[config.mk]
export PLATFORM = sky130hd
export DESIGN_NAME = fast_external_interrupt_select
export DESIGN_NICKNAME = d
export VERILOG_FILES = /design/src/ext_irq_pkg.sv /design/src/ext_irq_sync.sv /design/src/ext_irq_channel.sv /design/src/fast_external_interrupt_select.sv
export SDC_FILE = /design/constraint.sdc
export NUM_CORES = 1
export LEC_CHECK = 0
export BUFFER_PORTS_ARGS = -buffer_cell sky130_fd_sc_hd__clkbuf_2
export CORE_ASPECT_RATIO = 1.5
export CORE_MARGIN = 1.5
export CORE_UTILIZATION = 25
export CTS_CLUSTER_SIZE = 14
export DETAILED_ROUTE_END_ITERATION = 6
export PLACE_DENSITY = 0.45
export SLEW_MARGIN = 30
export SYNTH_ARGS = -nofsm -noshare
export SYNTH_HDL_FRONTEND = slang
export SYNTH_HIERARCHICAL = 1
export SYNTH_SLANG_ARGS = --single-unit
export TNS_END_PERCENT = 100
[constraint.sdc]
create_clock -name pclk -period 3.35 [get_ports pclk]
set_input_delay 1.005 -clock pclk [delete_from_list [all_inputs] [get_ports pclk]]
set_output_delay 1.005 -clock pclk [all_outputs]
set_load 0.01 [all_outputs]
[src/ext_irq_pkg.sv]
// Summary of operation
// - Edge field 00 turns fast detection off; the channel stays in standard mode.
// - Edge field 00 keeps the channel out of power-down entry and wake decisions.
// - Edge field 01 raises a request on each rising edge of the selected input.
// - Edge field 01 allows power-down only while input low; wakes when it rises.
// - Edge field 10 raises a request on each falling edge of the selected input.
// - Edge field 10 allows power-down only while input high; wakes when it falls.
// - Edge field 11 raises a request on both rising and falling edges.
// - Edge field 11 always allows power-down and wakes on any level change.
// - Source field 00 takes the channel input from its port 2 pin only.
// - Source field 01 takes the channel input from its alternate source only.
// - Source field 10 uses the OR of pin and alternate source.
// - Source field 11 uses the AND of pin and alternate source.
// - Channels 0-3 use pins 8-11 with CAN, RTC alternates; 4-7 use pins 12-15, alternate zero.
// - Extra source control register: request flag, enable, priority level, group level.
// - Priority level 4 bits, Fh highest; group level 2 bits, 3 highest.
// - Request flag reads 1 after its source requested; forwarded only when enabled.
package ext_irq_pkg;

  localparam int CHANNELS = 8;
  localparam int DATA_W = 32;

  // Register indices; byte address is four times the index
  localparam logic [15:0] IDX_EXTRA_CTRL = 16'hf19e;
  localparam logic [15:0] IDX_EDGE_CFG = 16'hf1c0;
  localparam logic [15:0] IDX_SRC_SEL = 16'hf1da;
  localparam logic [15:0] IDX_IRQ_STATUS = 16'hf1e0;
  localparam logic [15:0] IDX_IRQ_MASK = 16'hf1e1;
  localparam logic [15:0] IDX_PD_STATUS = 16'hf1e2;

  localparam logic [15:0] RST_EDGE_CFG = 16'h0000;
  localparam logic [15:0] RST_SRC_SEL = 16'h0000;
  localparam logic [7:0] RST_EXTRA_CTRL = 8'h00;
  localparam logic [9:0] RST_IRQ_STATUS = 10'h000;
  localparam logic [9:0] RST_IRQ_MASK = 10'h000;

  // Extra source control fields
  localparam int XC_REQ_BIT = 7;
  localparam int XC_EN_BIT = 6;
  localparam int XC_PRIO_LSB = 2;
  localparam int XC_PRIO_W = 4;
  localparam int XC_GROUP_LSB = 0;
  localparam int XC_GROUP_W = 2;

  // Interrupt status/mask layout
  localparam int ST_EXTRA_BIT = 8;
  localparam int ST_WAKE_BIT = 9;
  localparam int ST_W = 10;

  localparam logic [1:0] EDGE_OFF = 2'h0;
  localparam logic [1:0] EDGE_RISE = 2'h1;
  localparam logic [1:0] EDGE_FALL = 2'h2;
  localparam logic [1:0] EDGE_ANY = 2'h3;

  localparam logic [1:0] SRC_PIN = 2'h0;
  localparam logic [1:0] SRC_ALT = 2'h1;
  localparam logic [1:0] SRC_OR = 2'h2;
  localparam logic [1:0] SRC_AND = 2'h3;

  // Port 2 pin of channel 0; channels follow consecutively
  localparam int PIN_BASE = 8;
  localparam int ALT_CHANNELS = 4;

  typedef enum logic {PD_RUN, PD_DOWN} pd_state_type;

  function automatic logic select_source(input logic [1:0] sel, input logic pin,
                                         input logic alt);
    logic r;
    r = pin;
    case (sel)
      SRC_PIN: r = pin;
      SRC_ALT: r = alt;
      SRC_OR: r = pin | alt;
      SRC_AND: r = pin & alt;
      default: r = pin;
    endcase
    return r;
  endfunction : select_source

  function automatic logic [15:0] merge_lanes(input logic [15:0] old,
                                              input logic [31:0] wdata,
                                              input logic [3:0] strb);
    logic [15:0] r;
    r = old;
    if (strb[0]) r[7:0] = wdata[7:0];
    if (strb[1]) r[15:8] = wdata[15:8];
    return r;
  endfunction : merge_lanes

endpackage : ext_irq_pkg

[src/ext_irq_sync.sv]
`timescale 1ns/1ns
module ext_irq_sync #(
  parameter int WIDTH = 8
) (
  input wire logic pclk,
  input wire logic presetn,
  input wire logic [WIDTH-1:0] async_in,
  output logic [WIDTH-1:0] level_out
);

  logic [WIDTH-1:0] meta_q;
  logic [WIDTH-1:0] mid_q;
  logic [WIDTH-1:0] late_q;
  logic [WIDTH-1:0] agree;

  // First stage feeds only the second stage
  assign agree = ~(mid_q ^ late_q);

  always_ff @(posedge pclk or negedge presetn) begin
    if (!presetn) begin
      meta_q <= '0;
      mid_q <= '0;
      late_q <= '0;
      level_out <= '0;
    end else begin
      meta_q <= async_in;
      mid_q <= meta_q;
      late_q <= mid_q;
      // A change is accepted once two stages agree, filtering single-cycle glitches
      level_out <= (late_q & agree) | (level_out & ~agree);
    end
  end

endmodule : ext_irq_sync

[src/ext_irq_channel.sv]
`timescale 1ns/1ns
module ext_irq_channel (
  input wire logic pclk,
  input wire logic presetn,
  input wire logic level,
  input wire logic [1:0] ext_int_edge_field,
  output logic edge_hit,
  output logic pd_allow,
  output logic wake
);

  logic prev_q;
  logic rise;
  logic fall;

  assign rise = level & ~prev_q;
  assign fall = ~level & prev_q;

  always_ff @(posedge pclk or negedge presetn) begin
    if (!presetn) begin
      prev_q <= 1'b0;
    end else begin
      prev_q <= level;
    end
  end

  always_comb begin
    edge_hit = 1'b0;
    pd_allow = 1'b1;
    wake = 1'b0;
    case (ext_int_edge_field)
      ext_irq_pkg::EDGE_OFF: begin
        edge_hit = 1'b0;
        pd_allow = 1'b1;
        wake = 1'b0;
      end
      ext_irq_pkg::EDGE_RISE: begin
        edge_hit = rise;
        pd_allow = ~level;
        wake = level;
      end
      ext_irq_pkg::EDGE_FALL: begin
        edge_hit = fall;
        pd_allow = level;
        wake = ~level;
      end
      ext_irq_pkg::EDGE_ANY: begin
        edge_hit = rise | fall;
        pd_allow = 1'b1;
        wake = rise | fall;
      end
      default: begin
        edge_hit = 1'b0;
        pd_allow = 1'b1;
        wake = 1'b0;
      end
    endcase
  end

endmodule : ext_irq_channel

[src/fast_external_interrupt_select.sv]
// Added by the designer: register access over APB.
`timescale 1ns/1ns
module fast_external_interrupt_select #(
  parameter int ADDR_W = 18
) (
  input wire logic pclk,
  input wire logic presetn,
  input wire logic psel,
  input wire logic penable,
  input wire logic pwrite,
  input wire logic [ADDR_W-1:0] paddr,
  input wire logic [31:0] pwdata,
  input wire logic [3:0] pstrb,
  output logic [31:0] prdata,
  output logic pready,
  output logic pslverr,
  input wire logic [7:0] port2_high_pins,
  input wire logic first_can_receive,
  input wire logic second_can_receive,
  input wire logic rtc_second_tick,
  input wire logic rtc_alarm_tick,
  input wire logic extra_source_event,
  input wire logic power_down_request,
  output logic [7:0] ext_int_request,
  output logic extra_source_request,
  output logic [3:0] priority_level,
  output logic [1:0] group_level,
  output logic powered_down,
  output logic wake_pulse,
  output logic irq
);

  localparam int N = ext_irq_pkg::CHANNELS;

  // Registers
  logic [15:0] edge_cfg_q;
  logic [15:0] src_sel_q;
  logic [7:0] extra_ctrl_q;
  logic [ext_irq_pkg::ST_W-1:0] irq_status_q;
  logic [ext_irq_pkg::ST_W-1:0] irq_mask_q;
  ext_irq_pkg::pd_state_type pd_state_q;
  ext_irq_pkg::pd_state_type pd_state_d;

  // APB decode
  logic setup_phase;
  logic access_done;
  logic wr_en;
  logic word_aligned;
  logic [15:0] word_idx;
  logic hit_extra;
  logic hit_edge;
  logic hit_src;
  logic hit_status;
  logic hit_mask;
  logic hit_pd;
  logic hit_any;
  logic [31:0] rd_word;
  logic wr_extra;
  logic wr_edge;
  logic wr_src;
  logic wr_status;
  logic wr_mask;
  logic [31:0] rd_extra;
  logic [31:0] rd_edge;
  logic [31:0] rd_src;
  logic [31:0] rd_status;
  logic [31:0] rd_mask;
  logic [31:0] rd_pd;

  assign setup_phase = psel & ~penable;
  assign access_done = psel & penable & pready;
  assign wr_en = access_done & pwrite & ~pslverr;
  assign word_aligned = (paddr[1:0] == 2'h0);
  assign word_idx = paddr[17:2];
  assign hit_extra = word_aligned & (word_idx == ext_irq_pkg::IDX_EXTRA_CTRL);
  assign hit_edge = word_aligned & (word_idx == ext_irq_pkg::IDX_EDGE_CFG);
  assign hit_src = word_aligned & (word_idx == ext_irq_pkg::IDX_SRC_SEL);
  assign hit_status = word_aligned & (word_idx == ext_irq_pkg::IDX_IRQ_STATUS);
  assign hit_mask = word_aligned & (word_idx == ext_irq_pkg::IDX_IRQ_MASK);
  assign hit_pd = word_aligned & (word_idx == ext_irq_pkg::IDX_PD_STATUS);
  assign hit_any = hit_extra | hit_edge | hit_src | hit_status | hit_mask | hit_pd;

  // Write strobes, one per writable register
  assign wr_extra = wr_en & hit_extra;
  assign wr_edge = wr_en & hit_edge;
  assign wr_src = wr_en & hit_src;
  assign wr_status = wr_en & hit_status;
  assign wr_mask = wr_en & hit_mask;

  // Reserved bits read as zero
  assign rd_extra = {24'h000000, extra_ctrl_q};
  assign rd_edge = {16'h0000, edge_cfg_q};
  assign rd_src = {16'h0000, src_sel_q};
  assign rd_status = {22'h000000, irq_status_q};
  assign rd_mask = {22'h000000, irq_mask_q};
  assign rd_pd = {31'h00000000, (pd_state_q == ext_irq_pkg::PD_DOWN)};
  assign rd_word = hit_extra ? rd_extra :
                   hit_edge ? rd_edge :
                   hit_src ? rd_src :
                   hit_status ? rd_status :
                   hit_mask ? rd_mask :
                   hit_pd ? rd_pd :
                   32'h00000000;

  // One wait-free access: data and ready are prepared in the setup cycle
  always_ff @(posedge pclk or negedge presetn) begin
    if (!presetn) begin
      pready <= 1'b0;
    end else begin
      pready <= setup_phase;
    end
  end

  always_ff @(posedge pclk or negedge presetn) begin
    if (!presetn) begin
      pslverr <= 1'b0;
    end else begin
      pslverr <= setup_phase & ~hit_any;
    end
  end

  // Idle read data stays zero so a stale word is never seen outside an access
  always_ff @(posedge pclk or negedge presetn) begin
    if (!presetn) begin
      prdata <= 32'h00000000;
    end else begin
      prdata <= (setup_phase & ~pwrite) ? rd_word : 32'h00000000;
    end
  end

  // Input synchronisation: pins and alternates separately, so the
  // combination below never sees an asynchronous glitch
  logic [7:0] pin_level;
  logic [3:0] alt_raw;
  logic [3:0] alt_level;

  assign alt_raw = {rtc_alarm_tick, rtc_second_tick, second_can_receive,
                    first_can_receive};

  ext_irq_sync #(
    .WIDTH(N)
  ) u_pin_sync (
    .pclk(pclk),
    .presetn(presetn),
    .async_in(port2_high_pins),
    .level_out(pin_level)
  );

  ext_irq_sync #(
    .WIDTH(ext_irq_pkg::ALT_CHANNELS)
  ) u_alt_sync (
    .pclk(pclk),
    .presetn(presetn),
    .async_in(alt_raw),
    .level_out(alt_level)
  );

  // Per-channel source selection and edge detection
  logic [N-1:0] chan_level;
  logic [N-1:0] chan_hit;
  logic [N-1:0] chan_allow;
  logic [N-1:0] chan_wake;
  logic [N-1:0] alt_full;

  // Channels 4-7 have no alternate source
  assign alt_full = {4'h0, alt_level};

  for (genvar c = 0; c < N; c++) begin : g_chan
    assign chan_level[c] = ext_irq_pkg::select_source(src_sel_q[2*c +: 2],
                                                      pin_level[c], alt_full[c]);

    ext_irq_channel u_chan (
      .pclk(pclk),
      .presetn(presetn),
      .level(chan_level[c]),
      .ext_int_edge_field(edge_cfg_q[2*c +: 2]),
      .edge_hit(chan_hit[c]),
      .pd_allow(chan_allow[c]),
      .wake(chan_wake[c])
    );
  end

  // Power-down entry and wake-up
  logic pd_enter_ok;
  logic any_wake;
  logic wake_event;

  assign pd_enter_ok = &chan_allow;
  assign any_wake = |chan_wake;
  assign wake_event = (pd_state_q == ext_irq_pkg::PD_DOWN) & any_wake;

  always_comb begin
    pd_state_d = pd_state_q;
    case (pd_state_q)
      ext_irq_pkg::PD_RUN: begin
        if (power_down_request && pd_enter_ok) begin
          pd_state_d = ext_irq_pkg::PD_DOWN;
        end
      end
      ext_irq_pkg::PD_DOWN: begin
        if (any_wake) begin
          pd_state_d = ext_irq_pkg::PD_RUN;
        end
      end
      default: pd_state_d = ext_irq_pkg::PD_RUN;
    endcase
  end

  always_ff @(posedge pclk or negedge presetn) begin
    if (!presetn) begin
      pd_state_q <= ext_irq_pkg::PD_RUN;
    end else begin
      pd_state_q <= pd_state_d;
    end
  end

  always_ff @(posedge pclk or negedge presetn) begin
    if (!presetn) begin
      powered_down <= 1'b0;
    end else begin
      powered_down <= (pd_state_d == ext_irq_pkg::PD_DOWN);
    end
  end

  always_ff @(posedge pclk or negedge presetn) begin
    if (!presetn) begin
      wake_pulse <= 1'b0;
    end else begin
      wake_pulse <= wake_event;
    end
  end

  // Configuration registers
  logic [15:0] extra_merged;
  logic extra_req_d;

  assign extra_merged = ext_irq_pkg::merge_lanes({8'h00, extra_ctrl_q}, pwdata, pstrb);

  // New event wins over a software clear in the same cycle
  always_comb begin
    extra_req_d = extra_ctrl_q[ext_irq_pkg::XC_REQ_BIT];
    if (wr_extra && pstrb[0]) begin
      extra_req_d = pwdata[ext_irq_pkg::XC_REQ_BIT];
    end
    if (extra_source_event) begin
      extra_req_d = 1'b1;
    end
  end

  always_ff @(posedge pclk or negedge presetn) begin
    if (!presetn) begin
      edge_cfg_q <= ext_irq_pkg::RST_EDGE_CFG;
    end else if (wr_edge) begin
      edge_cfg_q <= ext_irq_pkg::merge_lanes(edge_cfg_q, pwdata, pstrb);
    end
  end

  always_ff @(posedge pclk or negedge presetn) begin
    if (!presetn) begin
      src_sel_q <= ext_irq_pkg::RST_SRC_SEL;
    end else if (wr_src) begin
      src_sel_q <= ext_irq_pkg::merge_lanes(src_sel_q, pwdata, pstrb);
    end
  end

  always_ff @(posedge pclk or negedge presetn) begin
    if (!presetn) begin
      extra_ctrl_q <= ext_irq_pkg::RST_EXTRA_CTRL;
    end else begin
      if (wr_extra) begin
        extra_ctrl_q[6:0] <= extra_merged[6:0];
      end
      extra_ctrl_q[ext_irq_pkg::XC_REQ_BIT] <= extra_req_d;
    end
  end

  // Interrupt status, write one to clear; set wins over clear
  logic [ext_irq_pkg::ST_W-1:0] status_set;
  logic [ext_irq_pkg::ST_W-1:0] status_clr;
  logic [15:0] mask_merged;
  logic [15:0] clr_merged;

  assign status_set = {wake_event, extra_source_event, chan_hit};
  assign clr_merged = ext_irq_pkg::merge_lanes(16'h0000, pwdata, pstrb);
  assign status_clr = wr_status ? clr_merged[ext_irq_pkg::ST_W-1:0] :
                      {ext_irq_pkg::ST_W{1'b0}};
  assign mask_merged = ext_irq_pkg::merge_lanes({6'h00, irq_mask_q}, pwdata, pstrb);

  always_ff @(posedge pclk or negedge presetn) begin
    if (!presetn) begin
      irq_status_q <= ext_irq_pkg::RST_IRQ_STATUS;
    end else begin
      irq_status_q <= (irq_status_q & ~status_clr) | status_set;
    end
  end

  always_ff @(posedge pclk or negedge presetn) begin
    if (!presetn) begin
      irq_mask_q <= ext_irq_pkg::RST_IRQ_MASK;
    end else if (wr_mask) begin
      irq_mask_q <= mask_merged[ext_irq_pkg::ST_W-1:0];
    end
  end

  // Registered outputs
  logic [ext_irq_pkg::ST_W-1:0] status_next;

  assign status_next = (irq_status_q & ~status_clr) | status_set;

  always_ff @(posedge pclk or negedge presetn) begin
    if (!presetn) begin
      ext_int_request <= 8'h00;
    end else begin
      ext_int_request <= chan_hit;
    end
  end

  // Forwarded only while enabled
  always_ff @(posedge pclk or negedge presetn) begin
    if (!presetn) begin
      extra_source_request <= 1'b0;
    end else begin
      extra_source_request <= extra_req_d &
                              extra_ctrl_q[ext_irq_pkg::XC_EN_BIT];
    end
  end

  always_ff @(posedge pclk or negedge presetn) begin
    if (!presetn) begin
      priority_level <= 4'h0;
    end else begin
      priority_level <= extra_ctrl_q[ext_irq_pkg::XC_PRIO_LSB +:
                                     ext_irq_pkg::XC_PRIO_W];
    end
  end

  always_ff @(posedge pclk or negedge presetn) begin
    if (!presetn) begin
      group_level <= 2'h0;
    end else begin
      group_level <= extra_ctrl_q[ext_irq_pkg::XC_GROUP_LSB +:
                                  ext_irq_pkg::XC_GROUP_W];
    end
  end

  always_ff @(posedge pclk or negedge presetn) begin
    if (!presetn) begin
      irq <= 1'b0;
    end else begin
      irq <= |(status_next & irq_mask_q);
    end
  end

endmodule : fast_external_interrupt_select

==> flow_metrics.env <==
export IMPL_outcome="completed"
export IMPL_clock_transition_at_the_register_clock_pins_on_the_worst_setup_and_hold_paths_after_cts_ps=70
export IMPL_global_route_usage_met2_pct=24.8
export IMPL_critPathKind="flop to flop"
export IMPL_cts_inserted_buffers=17
export IMPL_timing_critical_path_mode_cell="a21oi_1"
export IMPL_power_ir_vdd_worst_mv=0.330
export IMPL_synth_cell_types=50
export IMPL_setup_total_negative_slack_ps=0
export IMPL_post_drt_wl_per_cell_um=17.2
export IMPL_final_cell_area_sq_um=8700
export IMPL_r2r_start="src_sel_q[1]"
export IMPL_detailedPlacementHpwl_mm=13.8
export IMPL_dp_cells=1020
export IMPL_use_met1_pct=14.8
export IMPL_global_route_usage_total_pct=13.4
export IMPL_final_min_period_over_clock_period_pct=87.5
export IMPL_netlist_area_sq_um=7090
export IMPL_grt_most_used_layer="met2"
export IMPL_static_leakage_power_uw=0.00424
export IMPL_start_kind="flop"
export IMPL_finalHoldViolCount=0
export IMPL_slowest_delay_ps=440
export IMPL_type_of_the_tightest_min_delay_check="flop to flop"
export IMPL_final_setup_violation_count=0
export IMPL_start_util_pct=25.4
export IMPL_mostFrequentLayoutCell="dfrtp_1"
export IMPL_worstPathCellList="a21oi_1 > o21ai_0 > inv_1 > ha_1 > nand2b_1 > a21oi_1 > nor4_1 > nand2_1 > a22o_1 > a2111oi_2 > nand4_1"
export IMPL_sequential_cell_area_fraction_in_the_yosys_report_pct=53.6
export IMPL_worst_path_top_cell_family_by_delay="compound AO/OA/AOI/OAI gates"
export IMPL_timing_critical_path_fanout_max=4
export IMPL_grt_remaining_overflow=0
export IMPL_clock_skew_final_ps=10.6
export IMPL_first_pass_grt_wire_length_mm=29.1
export IMPL_clock_fmax_mhz=341
export IMPL_max_cap_violations=0
export IMPL_grt_pass1_vias=5065
export IMPL_htreeDepth=4
export IMPL_design_die_area_sq_um=29400
export IMPL_drt_total_wl_mm=18.1
export IMPL_cts_repair_resize_count=0
export IMPL_std_cell_rows=75
export IMPL_cp_data_required_time_ps=3630
export IMPL_dr_first_iter_drc_count=150
export IMPL_placement_cell_area_sq_um=8140
export IMPL_postCtsSetupRepairBufs=0
export IMPL_area_delta_synth_final_pct=22.7
export IMPL_slew_limit_headroom_pct=62.0
export IMPL_seq_area_sq_um=3800
export IMPL_netlist_instances=562
export IMPL_clockRootBuffer="clkbuf_16"
export IMPL_timing_critical_path_to_type="flop"
export IMPL_cts_sinks=152
export IMPL_grt_setup_unrepaired="false"
export IMPL_numPortBuffers=90
export IMPL_most_common_layout_cells="dfrtp_1 (152), clkbuf_2 (89), mux2_2 (56), ha_1 (56), inv_1 (39)"
export IMPL_timing_critical_path_buf_inv=1
export IMPL_core_region_area_sq_um=28000
export IMPL_ant_nets=0
export IMPL_die_height_um=209
export IMPL_drt_pre_antenna_iters=5
export IMPL_synth_ff_latch_count=152
export IMPL_clock_path_buffers=2
export IMPL_synth_enable_flop_cells=0
export IMPL_timing_final_max_slew_violations=0
export IMPL_layout_min_cycle_time_ps=2930
export IMPL_synth_yosys_warnings=6
export IMPL_insertion_delay_ps=430
export IMPL_synth_async_reset_ratio_pct=100
export IMPL_area_occupied_by_multi_input_gates_sq_um=3060
export IMPL_design_portCount=125
export IMPL_drcViolationCount=0
export IMPL_cts_tree="done"
export IMPL_grt_antenna_before_repair=0
export IMPL_max_slew_worst_pin_slew_ps=565
export IMPL_cp_startpoint="src_sel_q[1]"
export IMPL_power_density_cell_area_nw_per_um2=457
export IMPL_syn_mean_instance_area_sq_um=12.6
export IMPL_hold_ws_ps=346
export IMPL_grt_met3_usage_pct=2.99
export IMPL_drt_vias_per_instance=4.43
export IMPL_stdcell_count=1053
export IMPL_finalNetCount=822
export IMPL_drive_gt1_share_pct=33.4
export IMPL_arr_time_crit_path_ps=3210
export IMPL_critical_path_slowest_cell="a2111oi_2"
export IMPL_route_vias_total=4666
export IMPL_die_x_um=141
export IMPL_cts_hold_buffers_added=0
export IMPL_maximum_number_of_pins_on_one_net_before_global_route_repair=59
export IMPL_hold_path_startpoint="u_pin_sync/meta_q[5]"
export IMPL_postSynth_topFlopCell="dfrtp_1"
export IMPL_num_fill_cells=2852
export IMPL_gpl_final_weighted_congestion=0.755
[cells by family (layout without fill, tap and decap cells)]
family / after synthesis / count (layout) / synth area share (%)
simple gates: 108 / 108 / 9.63
other cells: 1 / 17 / 0.0529
fa+ha+maj: 68 / 68 / 11.8
flops: 152 / 152 / 53.6
compound gates: 98 / 98 / 9.21
buf+inv: 60 / 189 / 4.06
mux: 75 / 75 / 11.6
[power breakdown]
group	internal, uW	total [uW]	switching, uW
sequential	1880	1910	27.0
clock	1030	1840	810
combinational	95.9	233	137
total	3010	3980	974
[cell type report]
type / instances / share of cell area [%]
clock buffer: 19 / 4.97
tap: 346 / 4.97
timing repair buffer: 118 / 8.09
clock inverter: 13 / 1.41
inverter: 39 / 1.68
antenna: 1 / 0.0288
sequential: 152 / 43.7
multi-input combinational: 365 / 35.1
[Yosys cell counts, types with 2 or more instances]
| library cell | instances | area [sq um] |
|---|---|---|
| and3_1 | 2 | 12.5 |
| dfrtp_1 | 152 | 3800 |
| nand2_4 | 2 | 22.5 |
| nand2b_1 | 10 | 62.6 |
| nand4_1 | 6 | 37.5 |
| buf_4 | 16 | 120 |
| ha_1 | 56 | 701 |
| nor3_1 | 6 | 30.0 |
| mux2_1 | 3 | 33.8 |
| a21o_1 | 6 | 45.0 |
| o21a_1 | 2 | 15.0 |
| a221oi_1 | 8 | 70.1 |
| nor2b_1 | 11 | 68.8 |
| nor4b_4 | 3 | 71.3 |
| mux2i_1 | 16 | 160 |
| o21ai_0 | 20 | 100 |
| a21boi_0 | 10 | 75.1 |
| a21oi_1 | 23 | 115 |
| nor4_1 | 5 | 31.3 |
| nor4b_2 | 2 | 30.0 |
| or2_2 | 4 | 25.0 |
| and2_1 | 4 | 25.0 |
| buf_2 | 2 | 10.0 |
| inv_1 | 39 | 146 |
| a222oi_1 | 2 | 20.0 |
| nand3_1 | 4 | 20.0 |
| a22oi_1 | 16 | 120 |
| a41oi_1 | 2 | 17.5 |
| maj3_2 | 12 | 135 |
| mux2_2 | 56 | 631 |
| or3_4 | 2 | 22.5 |
| nor2_1 | 21 | 78.8 |
| clkbuf_1 | 2 | 7.51 |
| nand2_1 | 19 | 71.3 |
| a31oi_1 | 3 | 18.8 |
[state kept, by name, summed over array words and instances, names as in the netlist, 2 cells and up, named ones only]
| name | cells |
|---|---|
| u_alt_sync/late_q | 4 |
| u_alt_sync/mid_q | 4 |
| irq_mask_q | 10 |
| u_alt_sync/meta_q | 4 |
| priority_level | 4 |
| u_pin_sync/meta_q | 8 |
| u_pin_sync/mid_q | 8 |
| extra_ctrl_q | 8 |
| src_sel_q | 16 |
| prdata | 16 |
| ext_int_request | 8 |
| u_pin_sync/late_q | 8 |
| edge_cfg_q | 16 |
| group_level | 2 |
| irq_status_q | 10 |
| g_chan.u_chan/prev_q | 8 |
[final timing paths]
kind / endpoint / cells after the start / slack, ps
setup reg to reg: irq / 11 / 420
setup / recovery: irq / 11 / 420
max in group asynchronous: u_pin_sync/meta_q[5] / 2 / 2200
hold reg to reg: u_pin_sync/mid_q[5] / 0 / 350
hold / removal: u_pin_sync/mid_q[5] / 0 / 350
min in group asynchronous: priority_level[1] / 1 / 490
[through the flow]
| step | total power (uW) | setup WS (ps) | utilization [%] |
|---|---|---|---|
| floorplan | 2050 | 513 | - |
| global placement | 2190 | 156 | 29.1 |
| detailed placement | 2190 | 118 | 29.1 |
| CTS | 4060 | 304 | 31.1 |
| global route | 4170 | 132 | 31.1 |
| finish | 3980 | 419 | 31.1 |
[routing by layer]
metal  up-vias  wire [um]
met2       117       9940
met5         -          0
met4         0        381
met3        24        716
li1       2219          -
met1      2306       7090
No activity file was read; power rests on OpenSTA's default activity.
